===== src/inc/fpec_cfg.svh =====
// constants for the flash program/erase controller
// assumes a 16-bit word register port and a 50 MHz core clock
//
// Contract
// - main segments are 512 bytes, info segments 128; erase covers whole segment
// - only five op combinations: write, block write, erase, main mass, full mass
// - any other combination except all-clear on a flash write raises access violation
// - dummy write in erase mode erases segment, or main plus info area; with the mass bit alone the code erases the main area only
// - writing operation register while busy, except while awaiting the next block word, sets access violation
// - clock source field bits 7:6: 0 aux, 1 main, 2 and 3 sub-main
// - divider field bits 5:0 divides by value plus one, 1 to 64
// - timing generator resets on power-up clear and on emergency exit
// - clock config write while busy is dropped and sets access violation
// - busy bit 0 set at operation start, cleared at finish, not writable
// - busy stays high in block-write mode while awaiting next word
// - wrong password upper byte sets key violation bit 1 and a reset request
// - access violation bit 2 set by fetch during block write, never by reads
// - software may set access violation, which also raises the nmi
// - wait bit 3 high when block word done, low while programming
// - lock bit 4 lets current op finish, refuses new ones, flags writes
// - access violation setting also sets the lock bit
// - emergency exit bit 5 aborts, clears operation register, reads zero
// - cpu held on flash fetch while program or erase runs
// - all control bits cleared by power-up clear reset, except the clock config, which loads 42h
// - nmi sources share one vector, flags stay until software clears
`ifndef FPEC_CFG_SVH
`define FPEC_CFG_SVH

// ********************
// register offsets
// ********************
`define FPEC_OFS_OP        16'h0128
`define FPEC_OFS_CLK       16'h012a
`define FPEC_OFS_STAT      16'h012c
`define FPEC_PASSWORD      8'ha5
`define FPEC_PASSWORD_READ 8'h96

// ********************
// field positions
// ********************
`define FPEC_OP_ERASE      1
`define FPEC_OP_MASS       2
`define FPEC_OP_WRITE      6
`define FPEC_OP_BLOCK      7
`define FPEC_ST_BUSY       0
`define FPEC_ST_KEY_VIOL   1
`define FPEC_ST_ACCV       2
`define FPEC_ST_WAIT       3
`define FPEC_ST_LOCK       4
`define FPEC_ST_EXIT       5

// ********************
// reset values and timing
// ********************
`define FPEC_CLK_RESET     8'h42
`define FPEC_PROG_CYC      35
`define FPEC_ERASE_CYC     4819
`define FPEC_MASS_CYC      5297

`endif


===== src/inc/fpec_pkg.sv =====
// types of the flash program/erase controller
// assumes nothing beyond the cfg header
package fpec_pkg;

  typedef enum logic [2:0] {
    FPEC_IDLE  = 3'b000,
    FPEC_PROG  = 3'b001,
    FPEC_BWAIT = 3'b011,
    FPEC_ERASE = 3'b010,
    FPEC_DONE  = 3'b110
  } fpec_state_e;

  typedef enum logic [2:0] {
    FPEC_OP_NONE,
    FPEC_OP_SINGLE,
    FPEC_OP_BLOCKW,
    FPEC_OP_SEG,
    FPEC_OP_MAIN,
    FPEC_OP_ALL,
    FPEC_OP_BAD
  } fpec_op_e;

endpackage : fpec_pkg


===== src/fpec_clk_div.sv =====
// timing generator: clock select and divide-by-n tick
// assumes the three system clocks arrive as enables sync to core_clk
`timescale 1ns/1ps
`default_nettype none
module fpec_clk_div (
  // clock and reset
  input  wire logic       core_clk,
  input  wire logic       srst,
  input  wire logic       gen_clear,
  // configuration
  input  wire logic [1:0] src_sel,
  input  wire logic [5:0] div_val,
  // clock enables
  input  wire logic       aux_clk_en,
  input  wire logic       main_clk_en,
  input  wire logic       sub_main_clk_en,
  // divided tick
  output logic            gen_tick
);

  typedef struct packed {
    logic [5:0] cnt;
    logic       tick;
  } fpec_div_s;

  fpec_div_s div_reg;
  fpec_div_s div_next;
  logic      src_en;

  always_comb begin
    case (src_sel)
      2'h0:    src_en = aux_clk_en;
      2'h1:    src_en = main_clk_en;
      default: src_en = sub_main_clk_en;
    endcase
  end

  always_comb begin
    div_next      = div_reg;
    div_next.tick = 1'b0;
    if (gen_clear) begin
      div_next = '0;
    end else if (src_en) begin
      if (div_reg.cnt >= div_val) begin
        div_next.cnt  = 6'h00;
        div_next.tick = 1'b1;
      end else begin
        div_next.cnt = div_reg.cnt + 6'h01;
      end
    end
  end

  always_ff @(posedge core_clk) begin
    if (srst) begin
      div_reg <= '0;
    end else begin
      div_reg <= div_next;
    end
  end

  assign gen_tick = div_reg.tick;

endmodule : fpec_clk_div
`default_nettype wire


===== src/fpec_op_decode.sv =====
// decodes the operation-register bits into one of five operations, none, or bad
// assumes the op register low byte as input
`timescale 1ns/1ps
`default_nettype none
`include "fpec_cfg.svh"
module fpec_op_decode (
  // operation bits
  input  wire logic [7:0]        op_bits,
  // decoded operation
  output fpec_pkg::fpec_op_e     op_kind
);

  logic [3:0] combo;

  assign combo = {op_bits[`FPEC_OP_BLOCK], op_bits[`FPEC_OP_WRITE],
                  op_bits[`FPEC_OP_MASS], op_bits[`FPEC_OP_ERASE]};

  always_comb begin
    case (combo)
      4'h0:    op_kind = fpec_pkg::FPEC_OP_NONE;
      4'h4:    op_kind = fpec_pkg::FPEC_OP_SINGLE;
      4'hc:    op_kind = fpec_pkg::FPEC_OP_BLOCKW;
      4'h1:    op_kind = fpec_pkg::FPEC_OP_SEG;
      4'h2:    op_kind = fpec_pkg::FPEC_OP_MAIN;
      4'h3:    op_kind = fpec_pkg::FPEC_OP_ALL;
      default: op_kind = fpec_pkg::FPEC_OP_BAD;
    endcase
  end

endmodule : fpec_op_decode
`default_nettype wire


===== src/fpec_ctrl.sv =====
// flash program/erase controller: registers, sequencer, array strobes
// assumes a single-cycle cpu register port and a flash array that
// acts on one-cycle strobes
`timescale 1ns/1ps
`default_nettype none
`include "fpec_cfg.svh"
module fpec_ctrl #(
  parameter int unsigned ADDR_W    = 16,
  parameter int unsigned MAIN_SEG  = 512,
  parameter int unsigned INFO_SEG  = 128,
  parameter logic [15:0] INFO_BASE = 16'h1000,
  parameter logic [15:0] INFO_END  = 16'h10ff,
  parameter int unsigned PROG_CYC  = `FPEC_PROG_CYC,
  parameter int unsigned ERASE_CYC = `FPEC_ERASE_CYC,
  parameter int unsigned MASS_CYC  = `FPEC_MASS_CYC
) (
  // clock and reset
  input  wire logic              core_clk,
  input  wire logic              srst,
  // register port
  input  wire logic              reg_wr,
  input  wire logic              reg_rd,
  input  wire logic [15:0]       reg_addr,
  input  wire logic [15:0]       reg_wdata,
  output logic      [15:0]       reg_rdata,
  // cpu flash access
  input  wire logic              fl_wr,
  input  wire logic [ADDR_W-1:0] fl_addr,
  input  wire logic [15:0]       fl_wdata,
  input  wire logic              fl_fetch,
  output logic                   cpu_hold,
  // clock enables
  input  wire logic              aux_clk_en,
  input  wire logic              main_clk_en,
  input  wire logic              sub_main_clk_en,
  // flash array
  output logic                   arr_prog,
  output logic                   arr_erase,
  output logic                   arr_erase_info,
  output logic      [ADDR_W-1:0] arr_addr,
  output logic      [15:0]       arr_data,
  output logic                   arr_active,
  // system
  input  wire logic              access_violation_irq_en,
  input  wire logic              access_violation_clr,
  output logic                   access_violation_nmi,
  output logic                   power_up_clear_req
);

  // ********************
  // state
  // ********************
  typedef struct packed {
    fpec_pkg::fpec_state_e st;
    logic [7:0]            op;
    logic [7:0]            clk_cfg;
    logic                  key_viol;
    logic                  accv;
    logic                  lock;
    logic [12:0]           steps;
    logic [ADDR_W-1:0]     addr;
    logic [15:0]           data;
    logic                  prog;
    logic                  erase;
    logic                  erase_info;
    logic                  pwr_clear;
    logic [15:0]           rdata;
  } fpec_ctrl_s;

  fpec_ctrl_s         s_reg;
  fpec_ctrl_s         s_next;
  fpec_pkg::fpec_op_e op_kind;
  logic               gen_tick;
  logic               gen_clear;
  logic               busy;
  logic               wait_flag;

  localparam logic [12:0] PROG_N  = 13'(PROG_CYC);
  localparam logic [12:0] ERASE_N = 13'(ERASE_CYC);
  localparam logic [12:0] MASS_N  = 13'(MASS_CYC);

  function automatic logic [ADDR_W-1:0] seg_base(
    input logic [ADDR_W-1:0] a
  );
    logic [ADDR_W-1:0] sz;
    sz = (a >= ADDR_W'(INFO_BASE) && a <= ADDR_W'(INFO_END)) ?
         ADDR_W'(INFO_SEG) : ADDR_W'(MAIN_SEG);
    seg_base = a & ~(sz - ADDR_W'(1));
  endfunction : seg_base

  fpec_op_decode u_dec (
    .op_bits (s_reg.op),
    .op_kind (op_kind)
  );

  fpec_clk_div u_div (
    .core_clk        (core_clk),
    .srst            (srst),
    .gen_clear       (gen_clear),
    .src_sel         (s_reg.clk_cfg[7:6]),
    .div_val         (s_reg.clk_cfg[5:0]),
    .aux_clk_en      (aux_clk_en),
    .main_clk_en     (main_clk_en),
    .sub_main_clk_en (sub_main_clk_en),
    .gen_tick        (gen_tick)
  );

  // block mode keeps busy while waiting for the next word
  assign busy      = (s_reg.st != fpec_pkg::FPEC_IDLE);
  assign wait_flag = (s_reg.st == fpec_pkg::FPEC_BWAIT);
  assign gen_clear = reg_wr && reg_addr == `FPEC_OFS_STAT &&
                     reg_wdata[15:8] == `FPEC_PASSWORD &&
                     reg_wdata[`FPEC_ST_EXIT];

  // ********************
  // next state
  // ********************
  always_comb begin
    logic key_ok;
    logic hit;
    logic set_accv;
    key_ok   = reg_wdata[15:8] == `FPEC_PASSWORD;
    hit      = reg_wr && (reg_addr == `FPEC_OFS_OP ||
                          reg_addr == `FPEC_OFS_CLK ||
                          reg_addr == `FPEC_OFS_STAT);
    set_accv = 1'b0;
    s_next            = s_reg;
    s_next.prog       = 1'b0;
    s_next.erase      = 1'b0;
    s_next.erase_info = 1'b0;
    s_next.pwr_clear  = 1'b0;
    // clear first, so any set later in this cycle wins
    if (access_violation_clr) begin
      s_next.accv = 1'b0;
    end

    // register writes
    if (hit && !key_ok) begin
      s_next.key_viol  = 1'b1;
      s_next.pwr_clear = 1'b1;
    end else if (hit && reg_addr == `FPEC_OFS_OP) begin
      if (busy && !wait_flag) begin
        set_accv = 1'b1;
      end else begin
        s_next.op = reg_wdata[7:0];
      end
    end else if (hit && reg_addr == `FPEC_OFS_CLK) begin
      if (busy) begin
        set_accv = 1'b1;
      end else begin
        s_next.clk_cfg = reg_wdata[7:0];
      end
    end else if (hit) begin
      s_next.key_viol = reg_wdata[`FPEC_ST_KEY_VIOL];
      s_next.lock = reg_wdata[`FPEC_ST_LOCK];
      s_next.accv = reg_wdata[`FPEC_ST_ACCV];
    end

    // cpu fetch during an active block write
    if (fl_fetch && s_reg.op[`FPEC_OP_BLOCK] && busy) begin
      set_accv = 1'b1;
    end

    // writes into the array
    if (fl_wr) begin
      if (s_reg.lock || op_kind == fpec_pkg::FPEC_OP_BAD) begin
        set_accv = 1'b1;
      end else if (s_reg.st == fpec_pkg::FPEC_IDLE ||
                   s_reg.st == fpec_pkg::FPEC_BWAIT) begin
        s_next.data = fl_wdata;
        s_next.addr = fl_addr;
        case (op_kind)
          fpec_pkg::FPEC_OP_SINGLE,
          fpec_pkg::FPEC_OP_BLOCKW: begin
            s_next.st    = fpec_pkg::FPEC_PROG;
            s_next.steps = PROG_N;
          end
          fpec_pkg::FPEC_OP_SEG: begin
            s_next.addr  = seg_base(fl_addr);
            s_next.st    = fpec_pkg::FPEC_ERASE;
            s_next.steps = ERASE_N;
          end
          fpec_pkg::FPEC_OP_MAIN,
          fpec_pkg::FPEC_OP_ALL: begin
            s_next.st    = fpec_pkg::FPEC_ERASE;
            s_next.steps = MASS_N;
          end
          default: begin
            s_next.st = s_reg.st;
          end
        endcase
      end else begin
        set_accv = 1'b1;
      end
    end

    // sequencer
    case (s_reg.st)
      fpec_pkg::FPEC_PROG,
      fpec_pkg::FPEC_ERASE: begin
        if (gen_tick) begin
          if (s_reg.steps <= 13'h0001) begin
            s_next.st = fpec_pkg::FPEC_DONE;
          end else begin
            s_next.steps = s_reg.steps - 13'h0001;
          end
        end
      end
      fpec_pkg::FPEC_DONE: begin
        if (s_reg.op[`FPEC_OP_ERASE] || s_reg.op[`FPEC_OP_MASS]) begin
          s_next.erase      = 1'b1;
          s_next.erase_info = s_reg.op[`FPEC_OP_MASS] &&
                              s_reg.op[`FPEC_OP_ERASE];
        end else begin
          s_next.prog = 1'b1;
        end
        // lock ends block mode after the word in flight completes
        if (op_kind == fpec_pkg::FPEC_OP_BLOCKW && !s_reg.lock) begin
          s_next.st = fpec_pkg::FPEC_BWAIT;
        end else begin
          s_next.st = fpec_pkg::FPEC_IDLE;
          if (s_reg.lock) begin
            s_next.op[`FPEC_OP_BLOCK] = 1'b0;
          end
        end
      end
      fpec_pkg::FPEC_BWAIT: begin
        if (!s_reg.op[`FPEC_OP_BLOCK] || s_reg.lock) begin
          s_next.st = fpec_pkg::FPEC_IDLE;
        end
      end
      default: begin
        s_next.st = s_next.st;
      end
    endcase

    if (set_accv) begin
      s_next.accv = 1'b1;
    end
    if (set_accv || s_next.accv) begin
      s_next.lock = s_next.accv ? 1'b1 : s_next.lock;
    end

    // emergency exit wins over everything in flight
    if (gen_clear) begin
      s_next.st         = fpec_pkg::FPEC_IDLE;
      s_next.op         = 8'h00;
      s_next.steps      = 13'h0000;
      s_next.prog       = 1'b0;
      s_next.erase      = 1'b0;
      s_next.erase_info = 1'b0;
    end

    // read mux: reads never touch flags
    case (reg_addr)
      `FPEC_OFS_OP:   s_next.rdata = {`FPEC_PASSWORD_READ, s_reg.op};
      `FPEC_OFS_CLK:  s_next.rdata = {`FPEC_PASSWORD_READ, s_reg.clk_cfg};
      `FPEC_OFS_STAT: s_next.rdata = {`FPEC_PASSWORD_READ, 2'b00,
                                      1'b0, s_reg.lock, wait_flag,
                                      s_reg.accv, s_reg.key_viol,
                                      busy};
      default:        s_next.rdata = 16'h0000;
    endcase
    if (!reg_rd) begin
      s_next.rdata = s_reg.rdata;
    end
  end

  // ********************
  // registers
  // ********************
  always_ff @(posedge core_clk) begin
    if (srst) begin
      s_reg         <= '0;
      s_reg.st      <= fpec_pkg::FPEC_IDLE;
      s_reg.clk_cfg <= `FPEC_CLK_RESET;
    end else begin
      s_reg <= s_next;
    end
  end

  // ********************
  // outputs
  // ********************
  assign reg_rdata            = s_reg.rdata;
  assign cpu_hold             = busy && !wait_flag && fl_fetch;
  assign arr_prog             = s_reg.prog;
  assign arr_erase            = s_reg.erase;
  assign arr_erase_info       = s_reg.erase_info;
  assign arr_addr             = s_reg.addr;
  assign arr_data             = s_reg.data;
  assign arr_active           = busy && !wait_flag;
  assign access_violation_nmi = s_reg.accv &&
                                access_violation_irq_en;
  assign power_up_clear_req   = s_reg.pwr_clear;

endmodule : fpec_ctrl
`default_nettype wire


===== config.mk =====
export PLATFORM = sky130hd
export DESIGN_NAME = fpec_ctrl
export DESIGN_NICKNAME = d
export VERILOG_FILES = /design/src/inc/fpec_pkg.sv /design/src/fpec_clk_div.sv /design/src/fpec_op_decode.sv /design/src/fpec_ctrl.sv
export VERILOG_INCLUDE_DIRS = /design/src /design/src/inc
export SDC_FILE = /design/constraint.sdc
export NUM_CORES = 1
export LEC_CHECK = 0
export ABC_AREA = 1
export BUFFER_PORTS_ARGS = -buffer_cell sky130_fd_sc_hd__buf_4
export CORE_UTILIZATION = 56
export DETAILED_ROUTE_END_ITERATION = 7
export GPL_ROUTABILITY_DRIVEN = 0
export PLACE_DENSITY = 0.94
export SYNTH_ARGS = -nofsm -noshare
export SYNTH_HDL_FRONTEND = slang
export SYNTH_SLANG_ARGS = --single-unit

===== constraint.sdc =====
create_clock -name core_clk -period 3.5 [get_ports core_clk]
set_input_delay 0.175 -clock core_clk [delete_from_list [all_inputs] [get_ports core_clk]]
set_output_delay 0.175 -clock core_clk [all_outputs]
set_load 0.05 [all_outputs]

==> results of run 1 <==
per-layer routing:
metal	wire length, um	track usage (%)	share of wire [%]
met1	4610	34.5	38
met2	5800	47.5	48
met3	1280	6.05	11
met4	357	14.6	3.0
met5	0	0	0
worst max-delay path, cell delays in order (launching register included):
cell and delay (ns):
dfxtp_1 0.33, inv_1 0.15, nand3_1 0.17, nand2_2 0.17, nand4_2 0.60, nor2_2 0.43
nor2_1 0.20, nand2_1 0.10, inv_1 0.04, o21ai_0 0.15, inv_1 0.07
kinds of logic (layout without fill, tap and decap cells):
group / count (synthesis) / in the layout / share of synthesized area (%)
adder cells (fa/ha/maj): 9 / 9 / 2.47
buffers and inverters: 150 / 229 / 16.7
AO/OA/AOI/OAI: 115 / 115 / 13.7
AND/OR/NAND/NOR: 293 / 293 / 27.7
flip-flops: 87 / 87 / 38.3
other: 1 / 4 / 0.0824
XOR/XNOR: 6 / 6 / 1.15
placed cells by master, fill, tap and decap left out, types with 2 or more instances in the layout:
master and count:
clkbuf_8 9, nor3_1 13, clkinvlp_4 3, nand3_1 27
nor3b_1 3, nor2_1 119, o21bai_1 3, o2111ai_1 2
or2_2 3, o211ai_1 3, inv_2 2, nand4_1 7
inv_6 2, inv_1 81, clkinv_1 3, o21ai_0 50
dfxtp_1 87, a21oi_1 46, o22ai_1 4, xor2_1 5
nand2_2 5, o221ai_1 2, buf_4 127, nor4_1 2
conb_1 4, ha_1 9, nand2_1 107
area by class of cell:
cell class / count / area [sq um] / share of cell area [%]
Multi-Input combinational cell: 427 / 2060 / 38.1
Sequential cell: 87 / 1740 / 32.2
Timing Repair Buffer: 127 / 953 / 17.6
Inverter: 86 / 323 / 5.97
Tap cell: 102 / 128 / 2.36
Clock buffer: 9 / 124 / 2.29
Clock inverter: 7 / 78.8 / 1.46
power breakdown:
part	internal [mW]	switching, mW
Combinational	0.118	0.206
Sequential	1.02	0.0176
Clock	0.336	0.391
Total	1.47	0.615
final timing paths:
kind / start / endpoint / slack (ns)
worst min register to register: reg_rdata[5] / reg_rdata[5] / 0.47
worst max-delay path: s_reg[86] / s_reg[61] / 0.96
worst min-delay path: reg_wdata[6] / s_reg[74] / 0.03
worst max register to register: s_reg[86] / s_reg[61] / 0.96
per-stage QoR:
step,instance area [sq um],total power [mW],hold WS [ns]
after floorplan,4560,1.29,0.301
after global placement,5210,1.38,0.408
after detailed placement,5210,1.38,0.408
after CTS,5410,2.09,0.0304
after global routing,5410,2.16,0.0568
final,5410,2.09,0.0296
==> flow_summary.toml, run 1 <==
[layout]
synthToLayoutAreaGrowth_pct = 18.9
final_nets = 822
fin_cells = 845
fillers = 582
diodes = 0
largest_reg_flops = 35
fin_util_pct = 69.3
layout-drive-gt1-share_pct = 21.7

[pwr]
vdd_ir_drop_max_mv = 0.212
p_leak_nw = 2.55
power_density_nw_per_um2 = 386

[sta]
worst-slew-pin-transition_ns = 0.779
timing.fmax_ghz = 0.394
fin_tns_setup_ns = 0
slew_headroom_pct = 47.9
report.final.hold_viol_count = 0
rsz0062_at_grt = "no"
finalCriticalPeriod_ns = 2.54
fin_crit_sh_pct = 72.5
setup_violations = 0
drv_slew = 0
fin_skew_ns = 0.0146
finalWorstSetupSlack_ns = 0.961

[floorplanning]
io-pin-count = 130
die_h_um = 92.2
rows = 32
core_area_sq_um = 7810
dieArea_sq_um = 8490
die_w_um = 92.2
start_util_pct = 58.3

[critical_path]
cp_data_required_time_ns = 3.76
critical_path_class = "flip-flop to flip-flop"
crit_path_end_kind = "flip-flop"
cp.arrival_ns = 2.80
reg2regPathDepth = 10
cp_max_fo = 34
start_kind = "flip-flop"

[synthesis]
yosysSeqAreaShare_pct = 38.3
synth_area_sq_um = 4550
synth_ff_type = "dfxtp_1"
syn_inst = 661
synth-edff-count = 0
synth_area_per_cell_sq_um = 6.89
yosys_warnings = 0
synthTopCellsByArea = "dfxtp_1 38%, nor2_1 9.8%, nand2_1 8.8%"
synth_seq_cells = 87
synth_top_area_share_pct = 38.3
synthArstFlopShare_pct = 0
synth_area_leader_cell = "dfxtp_1"
yosysUniqueCellTypes = 41
synthTopCellsByCount = "119 x nor2_1, 107 x nand2_1, 87 x dfxtp_1"
yosysMostFrequentCell = "nor2_1"

[placed_design]
hpwl_mm = 8.93
preCtsSetupSlack_ns = 1.04
port_buffers = 125
placedCellCount = 829

[clock_network]
cts_hold_buf = 0
numCtsBuffers = 9
htreeDepth = 3
cts.sinks = 87
clk_latency_ns = 0.38
clkTransAtPathRegs_ns = 0.09
clockBufferDepth = 2
postCtsSetupBuffers = 0
clockRootBuffer = "clkbuf_8"
cts_resized = 0
cts_tree = "yes"

[route]
ant_nets = 0
vias_per_cell = 5.50
routed_wl_mm = 12.0
first_pass_iters = 6
wl_per_cell_um = 14.3
drt_iter0_markers = 478
vias = 4650
drc_errors = 0

[worst_hold_path]
hold_path_class = "input pin to flip-flop"
min_path_cells = 3

[global_routing]
grt.total_usage_pct = 28.5
grt_overflow = 0
antenna_found_initial = 0
grt_pass1_wl_mm = 19.2
grt_max_degree = 35
grt_pass1_vias = 4248

[flow_run]
drv_cap = 0

[status]
status = "complete, no violations"
Power figures use the tool's default switching activity.
==> inputs of run 2 (changes only) <==
CORE_UTILIZATION = 47   (was 56)
PLACE_DENSITY = 0.85   (was 0.94)
clock period = 2.2 ns   (was 3.5 ns; I/O delays follow)
==> run 2 against run 1 <==
  * Fmax grew 36%
  * Largest cell class unchanged
  * Count of clock-buffer cells in the layout grew 2
  * Die area grew 19%
  * Clock skew shrank 0.0064 ns
  * Wire length shrank 4.2%
  * Hold slack lost 0.028 ns
  * Global-route usage shrank 5.6 points
==> flow_summary.toml, run 2 (synthesized netlist as in run 1, its figures left out) <==
[critical_path]
cp_data_required_time_ns = 2.45
crit_path_end_kind = "flip-flop"
critical_path_class = "flip-flop to flip-flop"
cp_max_fo = 11
start_kind = "flip-flop"
cp.arrival_ns = 2.12

[floorplanning]
die_w_um = 100
dieArea_sq_um = 10100
die_h_um = 100
rows = 35
core_area_sq_um = 9330
start_util_pct = 48.8
io-pin-count = 130

[global_routing]
antenna_found_initial = 0
grt_pass1_vias = 4095
grt_overflow = 0
grt.total_usage_pct = 22.9
grt_max_degree = 35
grt_pass1_wl_mm = 18.2

[pwr]
p_leak_nw = 2.59
power_density_nw_per_um2 = 614
vdd_ir_drop_max_mv = 0.250
p_int_mw = 2.46
p_switching_mw = 0.928
seqPwrFrac_pct = 48.7
pwr-share-clk_pct = 35.8
p_sw_share_pct = 27.4
combinationalPowerShare_pct = 15.5

[clock_network]
clockRootBuffer = "clkbuf_8"
postCtsSetupBuffers = 0
numCtsBuffers = 9
clockBufferDepth = 2
clkTransAtPathRegs_ns = 0.09
clk_latency_ns = 0.36
cts_hold_buf = 2
htreeDepth = 3
cts_resized = 0
cts.sinks = 87
cts_tree = "yes"

[sta]
finalCriticalPeriod_ns = 1.86
fin_crit_sh_pct = 84.7
rsz0062_at_grt = "no"
worst-slew-pin-transition_ns = 0.532
report.final.hold_viol_count = 0
slew_headroom_pct = 64.2
fin_skew_ns = 0.00812
drv_slew = 0
fin_tns_setup_ns = 0
setup_violations = 0
timing.fmax_ghz = 0.537

[placed_design]
port_buffers = 125
hpwl_mm = 8.81

[route]
route.met3.wl_mm = 1.05
first_pass_iters = 5
drc_errors = 0
wl_met1_mm = 4.89
met2_length_mm = 5.35
routed_wl_mm = 11.5
vias = 4516
highest_layer = "met4"
drt_iter0_markers = 368
wl_per_cell_um = 13.1
ant_nets = 0
vias_per_cell = 5.14

[layout]
fin_util_pct = 59.1
synthToLayoutAreaGrowth_pct = 21.1
final_nets = 829
largest_reg_flops = 35
layout-drive-gt1-share_pct = 21.9
diodes = 0
layout_common_cells = "132 x buf_4, 119 x nor2_1, 107 x nand2_1"
final_common_cell = "buf_4"

[status]
status = "complete, no violations"

[flow_run]
drv_cap = 0

[worst_hold_path]
hold_path_class = "input pin to flip-flop"
## run 2: changes by cell type in the layout (fill, tap and decap cells not counted), sizes merged
cell / before / now
clkinvlp: 3 / 0
inv: 85 / 83
bufinv: 1 / 2
buf: 127 / 132
clkinv: 4 / 6
dlygate4sd3: 0 / 2
clkbuf: 9 / 11
## run 2: metal layers
layer	global-route usage, %	vias to the layer above
li1	-	2228
met1	28.0	2032
met2	38.5	227
met3	6.34	29
met4	8.03	0
met5	0	-
## run 2: metrics by stage
step | std cells | worst slack, ns | power [mW] | instance area [sq um] | hold slack [ns]
finish | 879 | 0.336 | 3.39 | 5510 | 0.00164
global route | 879 | 0.157 | 3.52 | 5510 | 0.0211
CTS | 879 | 0.349 | 3.40 | 5510 | 0.000360
detailed placement | 861 | 0.354 | 2.21 | 5280 | 0.365
global placement | 861 | 0.397 | 2.20 | 5280 | 0.352
floorplan | 664 | 0.529 | 2.05 | 4560 | 0.236
## run 2: path summary, 6_finish.rpt
check | end | startpoint | cells after the start | slack [ns]
max | s_reg[61] | s_reg[86] | 11 | 0.34
min | arr_data[12] | fl_wdata[12] | 3 | 0.002
max reg2reg | s_reg[61] | s_reg[86] | 11 | 0.34
min reg2reg | s_reg[79] | s_reg[79] | 2 | 0.47
## run 2: layout make-up
type,count,area (sq um)
clock inverter,5,82.6
fill,839,3810
timing repair buffer,134,1010
inverter,86,323
clock buffer,11,131
tap,129,161
multi-input combinational,427,2060
sequential,87,1740
## run 2: critical path, cell delays in order, from the launching register on
cell,delay [ns]
dfxtp_1,0.31
inv_1,0.13
nand3_1,0.18
nand2_2,0.18
inv_2,0.08
nand2_1,0.11
nor2_1,0.05
nand2_1,0.08
buf_4,0.19
o21ai_0,0.19
o21ai_0,0.21
inv_1,0.05
## run 2: power by group through the flow
stage	sequential (mW)	combinational, mW	clock, mW
detailed placement	1.69	0.522	0
floorplan	1.68	0.372	0
finish	1.65	0.526	1.21
global placement	1.68	0.512	0
global route	1.66	0.564	1.30
CTS	1.65	0.527	1.23
